--- src/hdl/nfi_pkg.sv ---
// Package holding the fault inserter register map, encodings and field layouts.
package nfi_pkg;
   // Register offsets. Each physical channel owns a block of CH_STRIDE bytes.
   localparam logic [7:0] NFI_CH_STRIDE = 8'h10;
   localparam logic [3:0] NFI_REG_CTRL = 4'h0;
   localparam logic [3:0] NFI_REG_DELAY = 4'h4;
   localparam logic [3:0] NFI_REG_STAT = 4'h8;
   localparam logic [7:0] NFI_GLB_STAT = 8'h80;
   localparam logic [7:0] NFI_GLB_TIME = 8'h84;

   // Field layout of the channel control register.
   localparam int NFI_LCH_W = 3;
   localparam int NFI_CTRL_LCH_LSB = 0;
   localparam int NFI_CTRL_IN_LSB = 3;
   localparam int NFI_CTRL_OUT_LSB = 5;
   localparam int NFI_CTRL_EN_BIT = 7;
   localparam int NFI_CTRL_W = 8;

   // Experiment time and fault delay width in tolerant clock ticks.
   localparam int NFI_TIME_W = 24;

   // One tolerant clock tick, and the core clock period, in ns.
   localparam int NFI_TICK_NS = 4125;
   localparam int NFI_CLK_NS = 8;
   // Worst pass-through delay in ns and the register stages it allows.
   localparam int NFI_PASS_MAX_NS = 100;
   localparam int NFI_PASS_MAX_CYC = NFI_PASS_MAX_NS / NFI_CLK_NS;

   // Reset values.
   localparam logic [NFI_CTRL_W-1:0] NFI_CTRL_RST = 8'h00;
   localparam logic [NFI_TIME_W-1:0] NFI_DELAY_RST = 24'hFFFFFF;

   typedef enum logic [1:0] {
      NFI_PASS,
      NFI_LOW,
      NFI_HIGH
   } nfi_mode_t;

   // Settings of one physical channel.
   typedef struct packed {
      logic en;
      logic [1:0] out_mode;
      logic [1:0] in_mode;
      logic [NFI_LCH_W-1:0] lchan;
   } nfi_ctrl_t;

   // Force requests for one connector.
   typedef struct packed {
      logic lo;
      logic hi;
   } nfi_force_t;
endpackage

--- src/hdl/nfi_fault_inserter.sv ---
// Network link fault inserter: APB register slave, delay timers and connector forcing.
`timescale 1ns/1ps

//Contract
// - With no fault applied, each connector's outputs repeat the opposite connector's inputs unaltered, one register stage late.
// - A passive failure drives every output line of the affected connector low while it lasts.
// - An active failure drives every output line of the affected connector high while it lasts.
// - Every channel is set up by the host through the register bus.
// - Each physical channel answers at its own distinct register block address.
// - There are enough channels to fail one to five links at once.
// - Each physical channel holds a programmable logical channel that picks the failed link.
// - Several physical channels may point at the same logical channel together.
// - The in and out connector modes of a channel are programmed separately.
// - The delay timer counts ticks of the shared tolerant clock timebase.
// - A fault begins within 100 microseconds of its scheduled delay after the run starts.
// - One timer tick is one tolerant clock period of 4.125 microseconds.
module nfi_fault_inserter
   import nfi_pkg::*;
#(
   parameter int NCH = 5,
   parameter int NLINK = 5,
   parameter int LINE_W = 2
) (
   // Clock and reset.
   input wire logic CORE_CLK,
   input wire logic RST_N,
   // APB slave.
   input wire logic PSEL,
   input wire logic PENABLE,
   input wire logic PWRITE,
   input wire logic [7:0] PADDR,
   input wire logic [31:0] PWDATA,
   output logic [31:0] PRDATA,
   output logic PREADY,
   output logic PSLVERR,
   // Experiment timebase.
   input wire logic TOLERANT_CLOCK_TICK,
   input wire logic EXPERIMENT_RUN_STATE,
   // In connectors (toward the processor) and out connectors (away from it).
   input wire logic [NLINK-1:0][LINE_W-1:0] IN_RX,
   output logic [NLINK-1:0][LINE_W-1:0] IN_TX,
   input wire logic [NLINK-1:0][LINE_W-1:0] OUT_RX,
   output logic [NLINK-1:0][LINE_W-1:0] OUT_TX
);

   nfi_ctrl_t ctrl_q [NCH];
   logic [NFI_TIME_W-1:0] delay_q [NCH];
   logic [NCH-1:0] fired_q;
   logic run_q;
   logic [NFI_TIME_W-1:0] time_q;
   logic pready_q;
   logic pslverr_q;
   logic [31:0] prdata_q;
   nfi_force_t in_f [NLINK];
   nfi_force_t out_f [NLINK];
   logic [NLINK-1:0][LINE_W-1:0] in_tx_q;
   logic [NLINK-1:0][LINE_W-1:0] out_tx_q;

   logic acc;
   logic [3:0] sel_ch;
   logic [3:0] sel_reg;
   logic ch_hit;
   logic [31:0] rd_d;
   logic rd_err_d;

   assign acc = PSEL && PENABLE && pready_q;
   assign sel_ch = PADDR[7:4];
   assign sel_reg = PADDR[3:0];
   assign ch_hit = ({28'h0000000, sel_ch} < 32'(NCH)) && (PADDR < NFI_GLB_STAT);

   // Experiment time: held at zero while stopped, counts ticks while running.
   // It saturates at all ones instead of wrapping, so a late fault cannot fire early.
   always_ff @(posedge CORE_CLK) begin
      if (!RST_N) begin
         run_q <= 1'b0;
      end else begin
         run_q <= EXPERIMENT_RUN_STATE;
      end
   end

   always_ff @(posedge CORE_CLK) begin
      if (!RST_N) begin
         time_q <= '0;
      end else if (!run_q) begin
         time_q <= '0;
      end else if (TOLERANT_CLOCK_TICK && time_q != {NFI_TIME_W{1'b1}}) begin
         time_q <= time_q + 1'b1;
      end
   end

   // Per channel registers and onset detection.
   for (genvar c = 0; c < NCH; c++) begin : g_ch
      logic wr_hit;
      assign wr_hit = acc && PWRITE && ch_hit && (sel_ch == 4'(c));

      always_ff @(posedge CORE_CLK) begin
         if (!RST_N) begin
            ctrl_q[c] <= NFI_CTRL_RST;
            delay_q[c] <= NFI_DELAY_RST;
         end else if (wr_hit && sel_reg == NFI_REG_CTRL) begin
            ctrl_q[c] <= PWDATA[NFI_CTRL_W-1:0];
         end else if (wr_hit && sel_reg == NFI_REG_DELAY) begin
            delay_q[c] <= PWDATA[NFI_TIME_W-1:0];
         end
      end

      // Onset is sticky for the rest of the run and cleared when the run stops.
      always_ff @(posedge CORE_CLK) begin
         if (!RST_N) begin
            fired_q[c] <= 1'b0;
         end else if (!run_q) begin
            fired_q[c] <= 1'b0;
         end else if (ctrl_q[c].en && time_q >= delay_q[c]) begin
            fired_q[c] <= 1'b1;
         end
      end
   end

   // Merge every fired channel onto its logical link. Active high wins over passive low.
   // Mode code 3 and logical links at or above NLINK match nothing, so those channels
   // leave traffic untouched.
   always_comb begin
      for (int l = 0; l < NLINK; l++) begin
         in_f[l] = '0;
         out_f[l] = '0;
         for (int c = 0; c < NCH; c++) begin
            if (fired_q[c] && 32'(ctrl_q[c].lchan) == l) begin
               in_f[l].lo = in_f[l].lo | (ctrl_q[c].in_mode == NFI_LOW);
               in_f[l].hi = in_f[l].hi | (ctrl_q[c].in_mode == NFI_HIGH);
               out_f[l].lo = out_f[l].lo | (ctrl_q[c].out_mode == NFI_LOW);
               out_f[l].hi = out_f[l].hi | (ctrl_q[c].out_mode == NFI_HIGH);
            end
         end
      end
   end

   // Connector outputs, one register stage, well inside the pass-through budget.
   for (genvar l = 0; l < NLINK; l++) begin : g_link
      always_ff @(posedge CORE_CLK) begin
         if (!RST_N) begin
            in_tx_q[l] <= '0;
         end else if (in_f[l].hi) begin
            in_tx_q[l] <= {LINE_W{1'b1}};
         end else if (in_f[l].lo) begin
            in_tx_q[l] <= '0;
         end else begin
            in_tx_q[l] <= OUT_RX[l];
         end
      end

      always_ff @(posedge CORE_CLK) begin
         if (!RST_N) begin
            out_tx_q[l] <= '0;
         end else if (out_f[l].hi) begin
            out_tx_q[l] <= {LINE_W{1'b1}};
         end else if (out_f[l].lo) begin
            out_tx_q[l] <= '0;
         end else begin
            out_tx_q[l] <= IN_RX[l];
         end
      end
   end

   // Read mux and error decode. Writes to read-only words are dropped without an error,
   // while unaligned or unmapped words answer with PSLVERR.
   always_comb begin
      rd_d = '0;
      rd_err_d = 1'b0;
      if (PADDR[1:0] != 2'h0) begin
         rd_err_d = 1'b1;
      end else if (PADDR == NFI_GLB_STAT) begin
         rd_d = {24'h000000, 7'h00, run_q};
      end else if (PADDR == NFI_GLB_TIME) begin
         rd_d = {8'h00, time_q};
      end else if (!ch_hit) begin
         rd_err_d = 1'b1;
      end else begin
         for (int c = 0; c < NCH; c++) begin
            if (sel_ch == 4'(c)) begin
               if (sel_reg == NFI_REG_CTRL) begin
                  rd_d = {24'h000000, ctrl_q[c]};
               end else if (sel_reg == NFI_REG_DELAY) begin
                  rd_d = {8'h00, delay_q[c]};
               end else if (sel_reg == NFI_REG_STAT) begin
                  rd_d = {31'h00000000, fired_q[c]};
               end else begin
                  rd_err_d = 1'b1;
               end
            end
         end
      end
   end

   // One wait state: PREADY rises in the second access cycle with data and error.
   always_ff @(posedge CORE_CLK) begin
      if (!RST_N) begin
         pready_q <= 1'b0;
         pslverr_q <= 1'b0;
         prdata_q <= '0;
      end else begin
         pready_q <= PSEL && PENABLE && !pready_q;
         pslverr_q <= PSEL && PENABLE && !pready_q && rd_err_d;
         prdata_q <= (PSEL && PENABLE && !pready_q && !PWRITE) ? rd_d : 32'h00000000;
      end
   end

   assign PREADY = pready_q;
   assign PSLVERR = pslverr_q;
   assign PRDATA = prdata_q;
   assign IN_TX = in_tx_q;
   assign OUT_TX = out_tx_q;

   // Per channel settings and onset.
   for (genvar c = 0; c < NCH; c++) begin : g_chk

   end

   // Connector outputs: pass-through, passive low and active high on both sides.
   for (genvar l = 0; l < NLINK; l++) begin : g_lchk

   end
endmodule

--- config.mk ---
export PLATFORM = sky130hd
export DESIGN_NAME = nfi_fault_inserter
export DESIGN_NICKNAME = d
export VERILOG_FILES = /design/src/hdl/nfi_pkg.sv /design/src/hdl/nfi_fault_inserter.sv
export SDC_FILE = /design/constraint.sdc
export NUM_CORES = 1
export LEC_CHECK = 0
export BUFFER_PORTS_ARGS = -buffer_cell sky130_fd_sc_hd__clkbuf_2
export CAP_MARGIN = 20
export CORE_MARGIN = 2
export CORE_UTILIZATION = 57
export CTS_CLUSTER_SIZE = 30
export DETAILED_ROUTE_END_ITERATION = 10
export MAX_ROUTING_LAYER = met4
export PLACE_DENSITY = 0.77
export SLEW_MARGIN = 20
export SYNTH_ARGS = -nofsm -noshare
export SYNTH_HDL_FRONTEND = slang
export SYNTH_SLANG_ARGS = --single-unit
export TNS_END_PERCENT = 1
--- constraint.sdc ---
create_clock -name CORE_CLK -period 4.67 [get_ports CORE_CLK]
set_input_delay 0.467 -clock CORE_CLK [delete_from_list [all_inputs] [get_ports CORE_CLK]]
set_output_delay 0.467 -clock CORE_CLK [all_outputs]
set_load 0.01 [all_outputs]
==> results of run 1 <==
==> synth_stat cells (9+ instances only) <==
cell      count  share of area, %
a211o_1      18               1.1
a21boi_0     23               1.2
a21o_1       14              0.73
a21oi_1      78               2.7
a21oi_2       9              0.55
a221oi_1     16              0.98
a22oi_1      16              0.84
and2_1       48               2.1
and4_1       15              0.92
buf_2        15              0.52
buf_4        13              0.68
clkbuf_1     42               1.1
dfxtp_1      76                11
edfxtp_1    160                33
ha_1        121                11
inv_1       121               3.2
mux2i_1      21               1.5
nand2_1      75               2.0
nand2b_1     29               1.3
nand3_1      27              0.94
nand4_1      12              0.52
nor2_1       56               1.5
nor3_1       23              0.80
nor4_1        9              0.39
o21ai_0      59               2.1
o22ai_1      49               2.1
or3_1       136               5.9
or4bb_1      14               1.1
==> sequential cells by signal, summed over array words and instances, names as in the netlist, 5 cells and up <==
register,flops
delay_q,120
ctrl_q,40
PRDATA,24
time_q,24
IN_TX,10
OUT_TX,10
fired_q,5
==> worst max path at each step <==
stage / to / slack [ps] / cells past startpoint
after detailed placement: delay_q[3][0] / 1430 / 6
final: fired_q[0] / 1440 / 6
after floorplan: delay_q[4][0] / 960 / 6
after global routing: fired_q[0] / 1290 / 6
after global placement: delay_q[3][2] / 1440 / 6
after CTS: fired_q[0] / 1620 / 6
==> metal layers <==
metal / vias up / GRT usage (%)
met3: 174 / 5.83
met1: 5920 / 44.4
met4: 0 / 16.3
met5: - / -
met2: 724 / 54.3
li1: 5593 / -
==> per-stage QoR <==
step                      util, %  hold WS, ps  setup WS, ps
after floorplan                 -          531           957
after global placement       60.7          563          1440
after detailed placement     60.8          577          1430
after CTS                    64.3          150          1620
after global routing         64.3          160          1290
final                        64.3          155          1440
==> critical path, cell delays in order (launching register included) <==
cell       delay [ps]
dfxtp_1           680
ha_1              350
a21o_1            180
a2111oi_0         390
o21ai_0           260
a2111oi_0        1010
o22ai_1           180
==> power by group through the flow <==
stage	Sequential, W	Combinational [W]	Clock (W)
after floorplan	0.00232	0.000149	0
after global placement	0.00232	0.000274	0
after detailed placement	0.00232	0.000278	0
after CTS	0.00227	0.000279	0.00209
after global routing	0.00228	0.000302	0.00218
final	0.00227	0.000287	0.00209
==> layout make-up <==
type / count / area (sq um)
antenna: 1 / 2.50
clock buffer: 34 / 742
clock inverter: 14 / 130
fill: 2057 / 8920
inverter: 121 / 454
multi-input combinational: 1009 / 7260
sequential: 236 / 6330
tap: 330 / 413
timing repair buffer: 129 / 721
==> cells by family after synthesis <==
kind of cell,after synthesis,synth area share (%)
AND/OR/NAND/NOR,491,20.5
AO/OA/AOI/OAI,361,17.0
flip-flops,236,44.1
buffers and inverters,195,5.76
adder cells (fa/ha/maj),121,10.6
multiplexers,24,1.86
XOR/XNOR,4,0.244
other,1,0.0261
==> impl_metrics.env, run 1 <==
export IMPL_dieWidth_um=163
export IMPL_vias=12400
export IMPL_status="finished clean"
export IMPL_finalNetCount=1711
export IMPL_r2r_start="time_q[4]"
export IMPL_cts_resized_gates=0
export IMPL_h_tree_depth=1
export IMPL_syn_instance_count=1433
export IMPL_switchingPower_w=0.00108
export IMPL_drv_cap=0
export IMPL_cts_made_buffers=26
export IMPL_hold_viol=0
export IMPL_post_route_period_util_pct=69.2
export IMPL_dpl_cell_area_sq_mm=0.0152
export IMPL_drive_gt1_share_pct=13.6
export IMPL_ys_ff_latch=236
export IMPL_rr_worst_depth=6
export IMPL_final_cells=1874
export IMPL_arrival_ps=3600
export IMPL_p_total_w=0.00465
export IMPL_mostFrequentLayoutCell="edfxtp_1"
export IMPL_hold_class="in2reg"
export IMPL_grt_max_degree=50
export IMPL_finalSetupViolations=0
export IMPL_synth_flop_cell="edfxtp_1"
export IMPL_syn2layout_area_growth_pct=11.9
export IMPL_detail_route_wl_per_cell_um=23.8
export IMPL_drt_pass1_iter_count=5
export IMPL_final_cell_mix="edfxtp_1, or3_1, inv_1, ha_1, clkbuf_2"
export IMPL_clockBufferDepth=3
export IMPL_relSlewSlack_pct=21.6
export IMPL_postLayoutCellArea_sq_mm=0.0160
export IMPL_p_sw_share_pct=23.2
export IMPL_port_buffers=104
export IMPL_reg2reg_to="fired_q[0]"
export IMPL_rsz0062_at_grt="no"
export IMPL_power_static_leakage_nw=6.84
export IMPL_die_h_um=163
export IMPL_cts_hold_buffers=0
export IMPL_seq_power_share_pct=48.9
export IMPL_intPower_w=0.00357
export IMPL_syn_area_per_cell_sq_um=10.0
export IMPL_synth_area_sq_mm=0.0143
export IMPL_min_period_ps=3230
export IMPL_tns_ps=0
export IMPL_remaining_drc_errors=0
export IMPL_regToRegSetupSlack_ps=1440
export IMPL_track_usage_pct=34.8
export IMPL_yosysSeqAreaShare_pct=44.1
export IMPL_start_util_pct=57.5
export IMPL_hold_start="EXPERIMENT_RUN_STATE"
export IMPL_rows=58
export IMPL_skew_ps=12.4
export IMPL_first_global_vias=12100
export IMPL_ys_async_sr_fraction_pct=0
export IMPL_cp_required_ps=5040
export IMPL_antenna_left=0
export IMPL_maxUsedRoutingLayer="met4"
export IMPL_first_iter_violations=1320
export IMPL_die_area_sq_mm=0.0265
export IMPL_dp_cells=1825
export IMPL_yosys_warnings=0
export IMPL_max_freq_mhz=310
export IMPL_ios=121
export IMPL_wirelength_mm=44.6
export IMPL_cts_sinks=236
export IMPL_coreArea_sq_mm=0.0250
export IMPL_place_hpwl_mm=31.6
export IMPL_wl_met3_mm=4.42
export IMPL_cts_tree="yes"
export IMPL_pwr_share_clk_pct=44.9
export IMPL_slew_violations=0
export IMPL_wl_met2_mm=20.3
export IMPL_start_kind="register"
export IMPL_crit_path_max_fanout=10
export IMPL_clk_pin_slew_ps=60
export IMPL_worstHoldPathCells=2
export IMPL_synth_edf_count=160
export IMPL_ir_worst_vdd_mv=0.311
export IMPL_root_buffer="clkbuf_16"
export IMPL_antenna_found_initial=1
export IMPL_synth_cell_types=81
export IMPL_clock_latency_ps=550
export IMPL_pwr_share_comb_pct=6.2
export IMPL_globalplace_congestion=1.00
export IMPL_via_per_inst=6.62
export IMPL_power_density_mw_per_mm2=290
export IMPL_grt_ovfl_total=0
export IMPL_wl_met1_mm=17.6
export IMPL_startpoint="time_q[4]"
export IMPL_postCtsSetupBuffers=0
export IMPL_worstSetupEndpointType="register"
export IMPL_hold_end="run_q"
export IMPL_worst_pin_slew_ps=1180
export IMPL_grt_pass1_wl_mm=67.8
export IMPL_worstSetupPathType="reg2reg"
(Power assumes the default switching activity.)
==> inputs of run 2 (changes only) <==
--- a/config.mk
+++ b/config.mk
@@ -8,7 +8,7 @@
 export BUFFER_PORTS_ARGS = -buffer_cell sky130_fd_sc_hd__clkbuf_2
 export CAP_MARGIN = 20
 export CORE_MARGIN = 2
-export CORE_UTILIZATION = 57
+export CORE_UTILIZATION = 55
 export CTS_CLUSTER_SIZE = 30
 export DETAILED_ROUTE_END_ITERATION = 10
 export MAX_ROUTING_LAYER = met4
==> constraint.sdc (replaced) <==
create_clock -name CORE_CLK -period 2.91 [get_ports CORE_CLK]
set_input_delay 0.291 -clock CORE_CLK [delete_from_list [all_inputs] [get_ports CORE_CLK]]
set_output_delay 0.291 -clock CORE_CLK [all_outputs]
set_load 0.01 [all_outputs]
==> impl_metrics.env, run 2 (synthesized netlist as in run 1, its figures left out) <==
export IMPL_coreArea_sq_mm=0.0258
export IMPL_wirelength_mm=46.2
export IMPL_cp_depth=6
export IMPL_root_buffer="clkbuf_16"
export IMPL_hold_end="OUT_TX[0]"
export IMPL_ios=121
export IMPL_grt_ovfl_total=0
export IMPL_via_per_inst=6.51
export IMPL_die_area_sq_mm=0.0274
export IMPL_drv_cap=0
export IMPL_hold_start="IN_RX[0]"
export IMPL_ir_worst_vdd_mv=0.493
export IMPL_skew_ps=8.54
export IMPL_cp_required_ps=3300
export IMPL_cts_sinks=236
export IMPL_clk_pin_slew_ps=60
export IMPL_globalplace_congestion=0.973
export IMPL_crit_path_max_fanout=5
export IMPL_vias=12600
export IMPL_reg2reg_to="fired_q[1]"
export IMPL_dieWidth_um=166
export IMPL_maxUsedRoutingLayer="met4"
export IMPL_crit_slowest_cell="a211oi_1"
export IMPL_worst_pin_slew_ps=581
export IMPL_die_h_um=166
export IMPL_hold_class="in2reg"
export IMPL_drive_gt1_share_pct=15.1
export IMPL_grt_max_degree=43
export IMPL_syn2layout_area_growth_pct=14.6
export IMPL_h_tree_depth=1
export IMPL_cts_made_buffers=26
export IMPL_status="finished clean"
export IMPL_arrival_ps=2930
export IMPL_remaining_drc_errors=0
export IMPL_power_static_leakage_nw=7.06
export IMPL_postCtsSetupBuffers=0
export IMPL_rsz0062_at_grt="no"
export IMPL_start_kind="register"
export IMPL_largest_reg_flops=120
export IMPL_clock_latency_ps=540
export IMPL_post_route_period_util_pct=87.4
export IMPL_critPathBufInv=0
export IMPL_worstHoldPathCells=3
export IMPL_wl_met3_mm=5.04
export IMPL_relSlewSlack_pct=60.7
export IMPL_regMostFlops="delay_q"
export IMPL_hold_viol=0
export IMPL_multi_input_area_sq_mm=0.00725
export IMPL_worstSetupEndpointType="register"
export IMPL_min_period_ps=2540
export IMPL_track_usage_pct=34.6
export IMPL_pre_cts_ws_ps=482
export IMPL_start_util_pct=55.5
export IMPL_rr_worst_depth=6
export IMPL_finalSetupViolations=0
export IMPL_grt_pass1_wl_mm=68.8
export IMPL_first_global_vias=11900
export IMPL_fill_cells=2101
export IMPL_detail_route_wl_per_cell_um=23.8
export IMPL_post_route_util_pct=63.6
export IMPL_port_buffers=104
export IMPL_slowest_delay_ps=590
export IMPL_worstSetupPathType="reg2reg"
export IMPL_drt_pass1_iter_count=6
export IMPL_layout_setup_ws_ps=367
export IMPL_regToRegSetupSlack_ps=370
export IMPL_max_freq_mhz=393
export IMPL_antenna_left=0
export IMPL_wl_met1_mm=18.4
export IMPL_cts_hold_buffers=18
export IMPL_final_cells=1936
export IMPL_place_hpwl_mm=33.4
export IMPL_slew_violations=0
export IMPL_first_iter_violations=1492
export IMPL_cts_tree="yes"
export IMPL_top_regs="delay_q (120), ctrl_q (40)"
export IMPL_tns_ps=0
export IMPL_dp_cells=1869
export IMPL_cts_resized_gates=0
export IMPL_rows=59
export IMPL_seqCellArea_sq_mm=0.00633
export IMPL_finalNetCount=1768
export IMPL_power_density_mw_per_mm2=443
export IMPL_wl_met2_mm=20.9
export IMPL_r2r_start="time_q[4]"
export IMPL_antenna_found_initial=1
export IMPL_clockBufferDepth=3
export IMPL_path_cells="ha_1 -> a21o_1 -> a2111oi_0 -> o21ai_0 -> a211oi_1 -> o22ai_1"
export IMPL_final_cell_mix="edfxtp_1, or3_1, inv_1, ha_1, clkbuf_2"
export IMPL_mostFrequentLayoutCell="edfxtp_1"
export IMPL_cp_top_family="compound AO/OA/AOI/OAI gates"
## run 2: changes by cell type in the layout (fill, tap and decap cells not counted), moves of 2 or more
cell,before,now
buf_4,24,64
dlygate4sd3_1,0,18
clkinv_1,2,7
clkbuf_8,4,1
clkinv_2,6,3
o21ai_0,52,54
o21ai_1,3,1
## run 2: metrics by stage
step                hold WS, ps  power [W]  cell area (sq um)
finish                     12.8    0.00729              16400
global route               20.6    0.00748              16400
CTS                        1.13    0.00730              16400
detailed placement          521    0.00418              15500
global placement            508    0.00417              15500
floorplan                   418    0.00396              14400
## run 2: how the worst max path moves through the flow
| stage | startpoint | to | slack (ps) |
|---|---|---|---|
| after CTS | time_q[4] | fired_q[0] | 480 |
| after floorplan | PADDR[4] | delay_q[1][0] | -550 |
| after detailed placement | PADDR[6] | PRDATA[21] | 480 |
| after global placement | PADDR[6] | PRDATA[8] | 530 |
| final | time_q[4] | fired_q[1] | 370 |
| after global routing | time_q[4] | fired_q[1] | 270 |
## run 2: layout make-up
type / count / share of cell area [%]
flip-flops and latches: 236 / 38.5
inverters: 121 / 2.76
clock inverters: 15 / 0.609
multi-input cells: 1009 / 44.1
clock buffers: 32 / 4.28
repair buffers: 186 / 7.18
well taps: 335 / 2.55
diodes: 2 / 0.0304
## run 2: report_power, final
group / internal [W] / switching (W) / total [W]
clock: 0.00180 / 0.00134 / 0.00314
combinational: 0.000173 / 0.000327 / 0.000499
sequential: 0.00361 / 0.0000362 / 0.00365
## run 2: layer usage
layer  vias to the layer above  GRT usage, %
met5                         -             -
met4                         0          14.3
met3                       141          5.54
met2                       779          52.6
met1                      5978          46.3
li1                       5701             -
## run 2: worst min-delay path, cell delays in order
cell,delay (ps)
clkbuf_2,80
nand2_1,40
a21boi_0,80
